==> src/verilog/icap_pkg.sv <==
/*
 Shared constants for the eight-channel input capture unit: sizes,
 control field positions, capture modes and the register map.
 Assumes a 32-bit Avalon-MM slave port with byte addresses.
*/
`default_nettype none

package icap_pkg;
   // ==========================================================
   // Sizes
   localparam int NUM_CH = 8;
   localparam int DATA_W = 16;
   localparam int DEPTH = 4;
   localparam int ADDR_W = 7;
   localparam logic [2:0] FULL_CNT = 3'h4;

   // ==========================================================
   // Control word fields
   localparam int MODE_LSB = 0;
   localparam int HAS_DATA_BIT = 3;
   localparam int OVF_BIT = 4;
   localparam int EPI_LSB = 5;
   localparam int TSEL_BIT = 7;
   localparam int HALT_BIT = 13;
   localparam logic [15:0] CTRL_WMASK = 16'h20E7;
   localparam logic [15:0] CTRL_RESET = 16'h0000;

   typedef enum logic [2:0] {
      MODE_OFF = 3'b000,
      MODE_BOTH = 3'b001,
      MODE_FALL = 3'b010,
      MODE_RISE = 3'b011,
      MODE_RISE4 = 3'b100,
      MODE_RISE16 = 3'b101,
      MODE_RSVD = 3'b110,
      MODE_WAKE = 3'b111
   } capture_mode_e;

   localparam logic [3:0] PRE4_LAST = 4'h3;
   localparam logic [3:0] PRE16_LAST = 4'hF;

   // ==========================================================
   // Register map
   localparam logic [ADDR_W-1:0] FLAG_ADDR = 7'h40;
   localparam logic [ADDR_W-1:0] EN_ADDR = 7'h44;
   localparam int REGION_BIT = 6;
   localparam int CH_LSB = 3;
   localparam int CTRL_SEL_BIT = 2;
endpackage : icap_pkg

`default_nettype wire

==> src/verilog/input_capture_channels.sv <==
/*
 Eight-channel input capture unit with Avalon-MM register slave,
 per-channel interrupt flags and enables, and a wake request.
 Assumes timer counts, pins and CPU power states sync to mclk_i.
*/
// Design decisions made here: the placing of the registers and the Avalon-MM interface to the registers.
// What this block does
// - Eight independent capture channels
// - Mode field selects edge type and prescale
// - Prescaler cleared when off or reset
// - Four-entry sixteen-bit FIFO per channel
// - Not-empty flag until all entries read
// - Read returns oldest, rest move forward
// - Fifth capture when full sets overflow
// - After overflow ignore captures until emptied
// - Bit seven selects timer, default third
// - Every-edge mode interrupts on each edge
// - Every-edge mode never flags overflow
// - Wake mode with enable wakes the CPU
// - Sleep: wake mode rising-edge interrupt only
// - Idle: full function unless halted
// - Wake mode in idle stores nothing
// - Two-bit field sets events per interrupt
// - Per-channel flag gated by enable bit
`timescale 1ns/1ps
`default_nettype none

module input_capture_channels (
   // Clock and reset
   input wire logic mclk_i,
   input wire logic reset_i,
   // Avalon-MM slave
   input wire logic [6:0] avs_address_i,
   input wire logic avs_read_i,
   input wire logic avs_write_i,
   input wire logic [31:0] avs_writedata_i,
   input wire logic [3:0] avs_byteenable_i,
   output logic [31:0] avs_readdata_o,
   output logic avs_waitrequest_o,
   // Capture pins and time bases
   input wire logic [7:0] capture_pin_i,
   input wire logic [15:0] timer2_i,
   input wire logic [15:0] timer3_i,
   // CPU power state
   input wire logic sleep_i,
   input wire logic idle_i,
   // Interrupt and wake requests
   output logic [7:0] channel_irq_req_o,
   output logic wake_o
);
   // ==========================================================
   // Bus handshake
   // Every access waits one cycle so read data come from a flop
   wire req = avs_read_i | avs_write_i;
   wire done = req & ~avs_waitrequest_o;
   wire wr = avs_write_i & done;
   wire rd = avs_read_i & done;

   always_ff @(posedge mclk_i) begin
      if (reset_i) begin
         avs_waitrequest_o <= 1'b1;
      end else begin
         avs_waitrequest_o <= ~(req & avs_waitrequest_o);
      end
   end

   // ==========================================================
   // Address decode
   wire in_ch = ~avs_address_i[icap_pkg::REGION_BIT] & (avs_address_i[1:0] == 2'h0);
   wire [2:0] ch_idx = avs_address_i[icap_pkg::CH_LSB +: 3];
   wire is_ctrl = avs_address_i[icap_pkg::CTRL_SEL_BIT];
   wire hit_flag = avs_address_i == icap_pkg::FLAG_ADDR;
   wire hit_en = avs_address_i == icap_pkg::EN_ADDR;
   wire [15:0] be_mask = {{8{avs_byteenable_i[1]}}, {8{avs_byteenable_i[0]}}};
   wire [15:0] wdata = avs_writedata_i[15:0];

   // ==========================================================
   // Channels
   logic [15:0] ctrl [icap_pkg::NUM_CH];
   logic [15:0] ctrl_rd [icap_pkg::NUM_CH];
   logic [15:0] head [icap_pkg::NUM_CH];
   logic [7:0] has_data;
   logic [7:0] ovf;
   logic [7:0] irq_set;
   logic [7:0] pop;
   logic [7:0] wake_mode;
   logic [7:0] flags;
   logic [7:0] irq_en;

   genvar g;
   generate
      for (g = 0; g < icap_pkg::NUM_CH; g++) begin : gen_ch
         wire ctrl_wr = wr & in_ch & is_ctrl & (ch_idx == 3'(g));
         assign pop[g] = rd & in_ch & ~is_ctrl & (ch_idx == 3'(g));
         assign wake_mode[g] = ctrl[g][2:0] == icap_pkg::MODE_WAKE;

         always_ff @(posedge mclk_i) begin
            if (reset_i) begin
               ctrl[g] <= icap_pkg::CTRL_RESET;
            end else if (ctrl_wr) begin
               ctrl[g] <= (ctrl[g] & ~be_mask) | (wdata & be_mask & icap_pkg::CTRL_WMASK);
            end
         end

         // Status bits are live views, never stored
         assign ctrl_rd[g] = {ctrl[g][15:icap_pkg::OVF_BIT + 1], ovf[g], has_data[g],
                              ctrl[g][icap_pkg::HAS_DATA_BIT - 1:0]};

         capture_channel u_ch (
            .mclk_i(mclk_i),
            .reset_i(reset_i),
            .pin_i(capture_pin_i[g]),
            .timer2_i(timer2_i),
            .timer3_i(timer3_i),
            .mode_i(ctrl[g][icap_pkg::MODE_LSB +: 3]),
            .epi_i(ctrl[g][icap_pkg::EPI_LSB +: 2]),
            .tsel_i(ctrl[g][icap_pkg::TSEL_BIT]),
            .halt_i(ctrl[g][icap_pkg::HALT_BIT]),
            .sleep_i(sleep_i),
            .idle_i(idle_i),
            .pop_i(pop[g]),
            .head_o(head[g]),
            .has_data_o(has_data[g]),
            .ovf_o(ovf[g]),
            .irq_set_o(irq_set[g])
         );

      end
   endgenerate

   // ==========================================================
   // Read path
   wire [15:0] ch_word = is_ctrl ? ctrl_rd[ch_idx] : head[ch_idx];
   // Unmapped addresses read as zero and ignore writes
   wire [31:0] rd_mux = in_ch ? {16'h0000, ch_word} :
                        hit_flag ? {24'h000000, flags} :
                        hit_en ? {24'h000000, irq_en} : 32'h00000000;

   always_ff @(posedge mclk_i) begin
      if (reset_i) begin
         avs_readdata_o <= 32'h00000000;
      end else if (req && avs_waitrequest_o) begin
         avs_readdata_o <= rd_mux;
      end
   end

   // ==========================================================
   // Interrupt flags and enables
   // Flags clear by writing one; a same-cycle event wins
   wire [7:0] flag_clr = (wr && hit_flag && avs_byteenable_i[0]) ? wdata[7:0] : 8'h00;

   always_ff @(posedge mclk_i) begin
      if (reset_i) begin
         flags <= 8'h00;
         irq_en <= 8'h00;
      end else begin
         flags <= irq_set | (flags & ~flag_clr);
         if (wr && hit_en && avs_byteenable_i[0]) begin
            irq_en <= wdata[7:0];
         end
      end
   end

   // ==========================================================
   // Interrupt and wake outputs
   wire low_power = sleep_i | idle_i;
   wire wake_hit = |(irq_set & irq_en & wake_mode);

   always_ff @(posedge mclk_i) begin
      if (reset_i) begin
         channel_irq_req_o <= 8'h00;
         wake_o <= 1'b0;
      end else begin
         channel_irq_req_o <= flags & irq_en;
         wake_o <= low_power & wake_hit;
      end
   end
endmodule : input_capture_channels

`default_nettype wire

==> src/verilog/capture_channel.sv <==
/*
 One capture channel: pin synchroniser, edge select and prescale,
 four-word FIFO with overflow lock, interrupt event counter.
 Assumes the timers and the pin are synchronous to mclk_i.
*/
`timescale 1ns/1ps
`default_nettype none

module capture_channel (
   // Clock and reset
   input wire logic mclk_i,
   input wire logic reset_i,
   // Pin and timers
   input wire logic pin_i,
   input wire logic [15:0] timer2_i,
   input wire logic [15:0] timer3_i,
   // Configuration
   input wire logic [2:0] mode_i,
   input wire logic [1:0] epi_i,
   input wire logic tsel_i,
   input wire logic halt_i,
   input wire logic sleep_i,
   input wire logic idle_i,
   // FIFO read
   input wire logic pop_i,
   output logic [15:0] head_o,
   output logic has_data_o,
   output logic ovf_o,
   output logic irq_set_o
);
   // ==========================================================
   // Input sync and edges
   logic sync1, sync2, prev;
   always_ff @(posedge mclk_i) begin
      if (reset_i) begin
         sync1 <= 1'b0;
         sync2 <= 1'b0;
         prev <= 1'b0;
      end else begin
         sync1 <= pin_i;
         sync2 <= sync1;
         prev <= sync2;
      end
   end
   wire rise = sync2 & ~prev;
   wire fall = ~sync2 & prev;

   // ==========================================================
   // Event select
   icap_pkg::capture_mode_e mode;
   assign mode = icap_pkg::capture_mode_e'(mode_i);
   logic [3:0] pre;
   logic [2:0] cnt;
   logic [1:0] ev_cnt;
   logic hit;
   logic [15:0] mem [icap_pkg::DEPTH];
   wire is_pre4 = mode == icap_pkg::MODE_RISE4;
   wire is_pre = is_pre4 | (mode == icap_pkg::MODE_RISE16);
   wire [3:0] pre_last = is_pre4 ? icap_pkg::PRE4_LAST : icap_pkg::PRE16_LAST;
   always_comb begin
      unique case (mode)
         icap_pkg::MODE_OFF: hit = 1'b0;
         icap_pkg::MODE_BOTH: hit = rise | fall;
         icap_pkg::MODE_FALL: hit = fall;
         icap_pkg::MODE_RISE: hit = rise;
         icap_pkg::MODE_RISE4: hit = rise & (pre == pre_last);
         icap_pkg::MODE_RISE16: hit = rise & (pre == pre_last);
         icap_pkg::MODE_RSVD: hit = 1'b0;
         icap_pkg::MODE_WAKE: hit = rise;
      endcase
   end
   // Sleep and idle with the wake mode: interrupt source only
   wire irq_only = (sleep_i | idle_i) & (mode == icap_pkg::MODE_WAKE);
   wire live = ~sleep_i & ~(idle_i & halt_i);
   wire evt = irq_only ? rise : (hit & live);
   wire full = cnt == icap_pkg::FULL_CNT;
   wire store = evt & ~irq_only & ~ovf_o;
   wire push = store & ~full;
   wire ovf_set = store & full & (mode != icap_pkg::MODE_BOTH);
   wire pop = pop_i & has_data_o;
   wire [1:0] wr_idx = pop ? 2'(cnt - 3'h1) : cnt[1:0];
   wire [2:0] next_cnt = 3'(cnt + {2'h0, push} - {2'h0, pop});
   wire [15:0] stamp = tsel_i ? timer2_i : timer3_i;

   // ==========================================================
   // Prescaler
   always_ff @(posedge mclk_i) begin
      if (reset_i || mode == icap_pkg::MODE_OFF) begin
         pre <= 4'h0;
      end else if (rise && is_pre && live && !irq_only) begin
         pre <= (pre == pre_last) ? 4'h0 : 4'(pre + 4'h1);
      end
   end

   // ==========================================================
   // FIFO, overflow, interrupt count
   always_ff @(posedge mclk_i) begin
      if (pop) begin
         for (int i = 0; i < icap_pkg::DEPTH - 1; i++) begin
            mem[i] <= mem[i + 1];
         end
      end
      if (push) begin
         mem[wr_idx] <= stamp;
      end
   end

   always_ff @(posedge mclk_i) begin
      if (reset_i) begin
         cnt <= 3'h0;
         ovf_o <= 1'b0;
         ev_cnt <= 2'h0;
         irq_set_o <= 1'b0;
      end else begin
         cnt <= next_cnt;
         if (ovf_set) begin
            ovf_o <= 1'b1;
         end else if (pop && next_cnt == 3'h0) begin
            ovf_o <= 1'b0;
         end
         if (mode == icap_pkg::MODE_OFF) begin
            ev_cnt <= 2'h0;
            irq_set_o <= 1'b0;
         end else if (irq_only || mode == icap_pkg::MODE_BOTH) begin
            irq_set_o <= evt;
         end else if (push) begin
            irq_set_o <= ev_cnt == epi_i;
            ev_cnt <= (ev_cnt == epi_i) ? 2'h0 : 2'(ev_cnt + 2'h1);
         end else begin
            irq_set_o <= 1'b0;
         end
      end
   end
   assign head_o = mem[0];
   assign has_data_o = cnt != 3'h0;
endmodule : capture_channel

`default_nettype wire

==> config.mk <==
export PLATFORM = sky130hd
export DESIGN_NAME = input_capture_channels
export DESIGN_NICKNAME = d
export VERILOG_FILES = /design/src/verilog/icap_pkg.sv /design/src/verilog/input_capture_channels.sv /design/src/verilog/capture_channel.sv
export SDC_FILE = /design/constraint.sdc
export NUM_CORES = 1
export LEC_CHECK = 0
export ABC_AREA = 0
export BUFFER_PORTS_ARGS = -buffer_cell sky130_fd_sc_hd__buf_2
export CORE_AREA = 2 2 308 310
export CTS_CLUSTER_DIAMETER = 30
export DETAILED_ROUTE_END_ITERATION = 7
export DIE_AREA = 0 0 310 312
export PLACE_DENSITY = 0.53
export SYNTH_ARGS = -nofsm -noshare
export SYNTH_HDL_FRONTEND = slang
export SYNTH_SLANG_ARGS = --single-unit
==> constraint.sdc <==
create_clock -name mclk_i -period 5.1 [get_ports mclk_i]
set_input_delay 0.51 -clock mclk_i [delete_from_list [all_inputs] [get_ports mclk_i]]
set_output_delay 0.51 -clock mclk_i [all_outputs]
set_load 0.05 [all_outputs]
=== Word level (Yosys, flattened, before mapping) ===
Memory sizes are Yosys's and may differ from the RTL's.
Cells that the tools add are included.

* Bits in registers: 170
* Memory bits (writable): 640
* Input port bits: 89
* Output and inout port bits: 42
* Memories: 9

{| class="wikitable"
|+ Memories
! memory !! words !! bits a word !! read ports !! clocked after Yosys merged registers in !! wr ports !! line !! text
|-
| ctrl || 8 || 16 || 8 || 0 || 8 || input_capture_channels.sv:79 || <nowiki>logic [15:0] ctrl [icap_pkg::NUM_CH];</nowiki>
|-
| gen_ch[0].u_ch.mem || 4 || 16 || 4 || 0 || 4 || capture_channel.sv:56 || <nowiki>logic [15:0] mem [icap_pkg::DEPTH];</nowiki>
|-
| gen_ch[1].u_ch.mem || 4 || 16 || 4 || 0 || 4 || capture_channel.sv:56 ||
|-
| gen_ch[2].u_ch.mem || 4 || 16 || 4 || 0 || 4 || capture_channel.sv:56 ||
|-
| gen_ch[3].u_ch.mem || 4 || 16 || 4 || 0 || 4 || capture_channel.sv:56 ||
|-
| gen_ch[4].u_ch.mem || 4 || 16 || 4 || 0 || 4 || capture_channel.sv:56 ||
|-
| +3 memories || n/a || n/a || n/a || n/a || n/a || n/a ||
|}

* Add/sub/neg operators: 40
* Magnitude comparators: 1
* Equal/unequal tests: 97
* Multiplexer cells: 165
* Bitwise operators: 242
* Reduce and logical (&&, ||, !) cells: 136

{| class="wikitable"
|+ Operator list
! operator !! count
|-
| 16-bit 2-to-1 mux || 22
|-
| 3-bit == test, second input constant || 44
|-
| 1-bit bitwise AND || 130
|-
| 16-bit bitwise AND || 8
|-
| 16-bit by 14-bit bitwise OR with 16-bit output || 8
|-
| 1-bit 2-to-1 mux || 98
|-
| 16-bit binary-select mux with 3-bit select || 2
|-
| 4-bit 2-to-1 mux || 16
|-
| 2-bit OR reduction || 32
|-
| 1-bit NOT || 61
|-
| 3-bit by 2-bit == test with 1-bit output, second input constant || 18
|-
| 3-bit zero test || 17
|-
| 1-bit one-hot mux with 5 select lines || 8
|-
| 1-bit logical AND || 37
|-
| 4-bit by 1-bit adder with 4-bit output, second input constant || 8
|-
| 8-bit bitwise AND || 4
|-
| 4-bit == test || 8
|-
| 2-bit 2-to-1 mux || 16
|-
| 3-bit by 1-bit == test with 1-bit output, second input constant || 9
|-
| 1-bit bitwise OR || 26
|-
| 3-bit by 1-bit adder with 3-bit output || 8
|-
| 8-bit 2-to-1 mux || 3
|-
| 3-bit by 1-bit inequality test with 1-bit output, second input constant || 8
|-
| 3-bit nonzero test || 8
|-
| 17 further kinds || 82
|}

=== Depth between registers and ports, before layout ===
An unclocked memory read counts as a cell.

* Depth in word-level cells: 17
* Depth in mapped cells: 15
* Mapped depth without buffers: 15

=== Hierarchy ===
From an unflattened synthesis, not the netlist that was laid out.

* Cell total of the unflattened synthesis: 2737
* Area total of the unflattened synthesis: 38478.2 um^2

{| class="wikitable"
|+ By module, submodules not included
! module !! times used !! cells each !! area an instance (um^2) !! sequential area each (um^2)
|-
| input_capture_channels || 1 || 763 || 8689.6 || 4204.0
|-
| capture_channel at gen_ch[7].u_ch || 1 || 247 || 3808.7 || 2202.1
|-
| capture_channel at gen_ch[0].u_ch || 1 || 243 || 3734.8 || 2202.1
|-
| capture_channel at gen_ch[6].u_ch || 1 || 248 || 3726.1 || 2202.1
|-
| capture_channel at gen_ch[5].u_ch || 1 || 249 || 3717.3 || 2202.1
|-
| capture_channel at gen_ch[1].u_ch || 1 || 248 || 3716.1 || 2202.1
|-
| capture_channel at gen_ch[3].u_ch || 1 || 247 || 3714.8 || 2202.1
|-
| capture_channel at gen_ch[2].u_ch || 1 || 247 || 3689.8 || 2202.1
|-
| capture_channel at gen_ch[4].u_ch || 1 || 245 || 3681.0 || 2202.1
|}

=== Worst setup path before layout ===
No wires, ideal clock.

* Path kind: input-to-reg
* Start: in avs_address_i[2]
* End: mem gen_ch[7].u_ch.mem[3][0], enable pin
* Data arrival time: 3.249 ns
* Required time: 4.670 ns
* Slack: 1.421 ns
* Stages on the path: 6
* Buffers on the path: 1
* Cell sequence: buf_2 -> nor3b_4 -> nand2_2 -> nor2_4 -> mux2_4 -> nor4_1

{| class="wikitable"
|+ RTL lines
! what !! line !! text
|-
| from (decl) || input_capture_channels.sv:33 || <nowiki>input wire logic [6:0] avs_address_i,</nowiki>
|-
| to (decl) || capture_channel.sv:56 ||
|}

==> out/results.ini <==
[global_routing]
grt_pass1_vias = 23966
grt_usage_pct = 20.5
antenna_found_initial = 1
grt_overflow = 0
grt_pass1_wl_mm = 149
grt_max_degree = 73

[pwr]
power_density_nw_per_um2 = 445
combPwrFrac_pct = 3.8
power_leakage_nw = 16.4
p_int_mw = 15.8
power_frac_seq_pct = 34.6
total_power_mw = 20.2
peakVddDrop_uv = 249
clkPwrFrac_pct = 61.5
switchingPower_mw = 4.37
swShare_pct = 21.7

[cts]
cts_setup_buffers = 0
cts_max_path_buffers = 3
cts_resized = 0
clk_pin_slew_ps = 50
numCtsBuffers = 187
htree_levels = 4
cts_root_buffer = clkbuf_16
cts_num_sinks = 778
clk_latency_ps = 740
holdBufCountCts = 9
cts_tree = yes

[synthesis]
synth_top_family_by_area = multiplexers
synthArstFlopShare_pct = 0
yosysTopAreaCellShare_pct = 50.7
synth.most_common_cell = edfxtp_1
syn-instance-count = 2775
synthSimpleGateAreaFrac_pct = 10.1
synth_cell_types = 86
syn_area_um2 = 37000
ys_top_cells_by_area = edfxtp_1 (51%), mux2_2 (9.7%), dfxtp_1 (8.3%), mux4_2 (3.4%), mux2i_1 (2.5%)
synth_common_cells = edfxtp_1 (624), mux2_2 (318), nor2_1 (212)
ys_ff_latch = 778
syn_avg_cell_area_um2 = 13.3
synthAdderAreaFrac_pct = 2.06
synth_edf_count = 624
synth_compound_area_share_pct = 6.29
ys_warn_count = 0
ys.flop_type = edfxtp_1
post-synth-top-area-cell = edfxtp_1
synthXorXnorAreaFrac_pct = 1.16
ys_seq_area_share_pct = 59.0
synthMuxAreaShare_pct = 18.3

[placed_design]
pre_cts_ws_ps = 1120
dp_hpwl_mm = 69.3
port_buffers = 89
gp_congestion = 0.877

[critical_path]
crit_fanout = 16
crit_top_cell = and3_1
critical-path-slowest-cell = and3_1
cp-start-kind = register
path_cells = nor3b_2 > a31oi_1 > and3_1 > nor3_2 > and3_1 > mux2_2
worst_setup_path_end_kind = register
crit_type = reg -> reg
cpLargestDelayFamily = simple AND/OR/NAND/NOR gates
cp_num_buf_inv = 0
max_stage_delay_ps = 1010
cp.required_ps = 5590
worstPathArrival_ps = 3980

[floorplanning]
io_pins = 131
die_y_um = 312
dieArea_um2 = 96700
floorplan.die.width_um = 310
core_um2 = 93000
initial_core_util_pct = 39.7
rows = 112

[sta]
max_freq_mhz = 286
clock_skew_ps = 27.3
setup_viol = 0
report.final.slew_viol_count = 0
setup_ws_ps = 1600
tightest_slew_ps = 1290
min_period_ps = 3500
period_share_pct = 68.5
slew_headroom_pct = 14.1
rsz0062_at_grt = no
setup-tns-final_ps = 0
finalHoldViolCount = 0

[route]
drt_pre_antenna_iters = 6
drtIter0Drc = 2199
postRouteAntennaNets = 0
drt_wl_total_mm = 99.4
vias = 23713
drc = 0
viasPerCell = 5.43
post_drt_wl_per_cell_um = 22.7

[layout]
insertedDiodeCount = 0
final_nets = 3102
area_growth_pct = 22.6
multi_input_area_um2 = 14100
nFillCells = 8094
drive_gt1_share_pct = 28.3
utilization_pct = 48.7
register_area_um2 = 21800

[run]
drv_cap = 0

[run_status]
status = complete, no violations

[hold_path]
min_path_type = in -> reg

[final cells by class]
type	instances	area share, %
clock inverters	132	3.75
well taps	1254	3.46
multi-input cells	1765	31.2
repair buffers	131	1.74
flip-flops and latches	778	48.2
clock buffers	217	10.9
inverters	94	0.779
[power by group through the flow]
| stage | clock [mW] | sequential, mW | combinational (mW) |
|---|---|---|---|
| after floorplan | 0 | 7.05 | 0.509 |
| after global placement | 0 | 7.09 | 0.749 |
| after detailed placement | 0 | 7.09 | 0.761 |
| after CTS | 12.6 | 6.98 | 0.772 |
| after global routing | 12.9 | 6.98 | 0.825 |
| final | 12.4 | 6.98 | 0.771 |
[worst paths after layout]
| path | start | end | slack [ps] | cells past startpoint |
|---|---|---|---|---|
| max reg2reg | ctrl[1][34] | gen_ch[6].u_ch.mem[2][14] | 1600 | 6 |
| max | ctrl[1][34] | gen_ch[6].u_ch.mem[2][14] | 1600 | 6 |
| min | avs_writedata_i[5] | irq_en[5] | 60 | 3 |
| min reg2reg | gen_ch[2].u_ch.sync1 | gen_ch[2].u_ch.sync2 | 440 | 1 |
[cells by family (layout without fill, tap and decap cells)]
group                      Yosys count  in the layout
DFF                                778            778
and+or+nand+nor                    717            717
muxes                              553            553
AOI/OAI and AO/OA                  374            374
buffers and inverters              247            574
adders and majority gates           56             56
xor gates and xnor gates            49             49
other                                1             16
[metal layers]
layer / up-vias / wire, um / global-route usage, %
met5: - / 20 / 0
met3: 160 / 5640 / 4.16
met1: 11957 / 44100 / 27.7
met2: 759 / 47100 / 32.9
met4: 2 / 2620 / 7.44
li1: 10835 / - / -
[tightest hold or removal path, cell delays in order]
cell and delay (ps):
buf_2 110, mux2i_1 60, nor2_1 80
[cells in the final DEF (no fill, tap or decap), types with 16 or more instances in the layout]
cell        count
and2_1         65
nand2b_1       20
clkinv_1       22
clkbuf_16     192
mux2i_1        93
xor2_1         28
dfxtp_1       154
buf_4          35
buf_2          87
ha_1           48
clkinv_2       37
mux2_2        318
edfxtp_1      624
inv_1          93
clkinvlp_4     20
o21ai_0        78
nor2_1        212
nand3_1        40
nor3_1         25
bufinv_16      34
and3_1         36
mux4_2         56
clkbuf_1       19
nand2_1       169
nor2b_1        35
mux2_1         75
o21ai_1        17
xnor2_1        21
a21oi_1       148
conb_1         16
[registers in the layout (all words and copies together) (netlist names), 8 cells and up]
| signal | flops |
|---|---|
| avs_readdata_o | 16 |
| channel_irq_req_o | 8 |
| ctrl | 112 |
| flags | 8 |
| gen_ch.u_ch.cnt | 24 |
| gen_ch.u_ch.ev_cnt | 16 |
| gen_ch.u_ch.irq_set_o | 8 |
| gen_ch.u_ch.mem | 512 |
| gen_ch.u_ch.ovf_o | 8 |
| gen_ch.u_ch.pre | 32 |
| gen_ch.u_ch.prev | 8 |
| gen_ch.u_ch.sync1 | 8 |
| gen_ch.u_ch.sync2 | 8 |
| irq_en | 8 |
[through the flow]
| step | hold WS [ps] | instance area (um2) | cells |
|---|---|---|---|
| detailed placement | 423 | 38600 | 4013 |
| global placement | 431 | 38600 | 4013 |
| finish | 62.7 | 45300 | 4371 |
| CTS | 14.1 | 45300 | 4371 |
| global route | 55.1 | 45300 | 4371 |
| floorplan | 414 | 37000 | 2790 |
(Power assumes the default switching activity.)
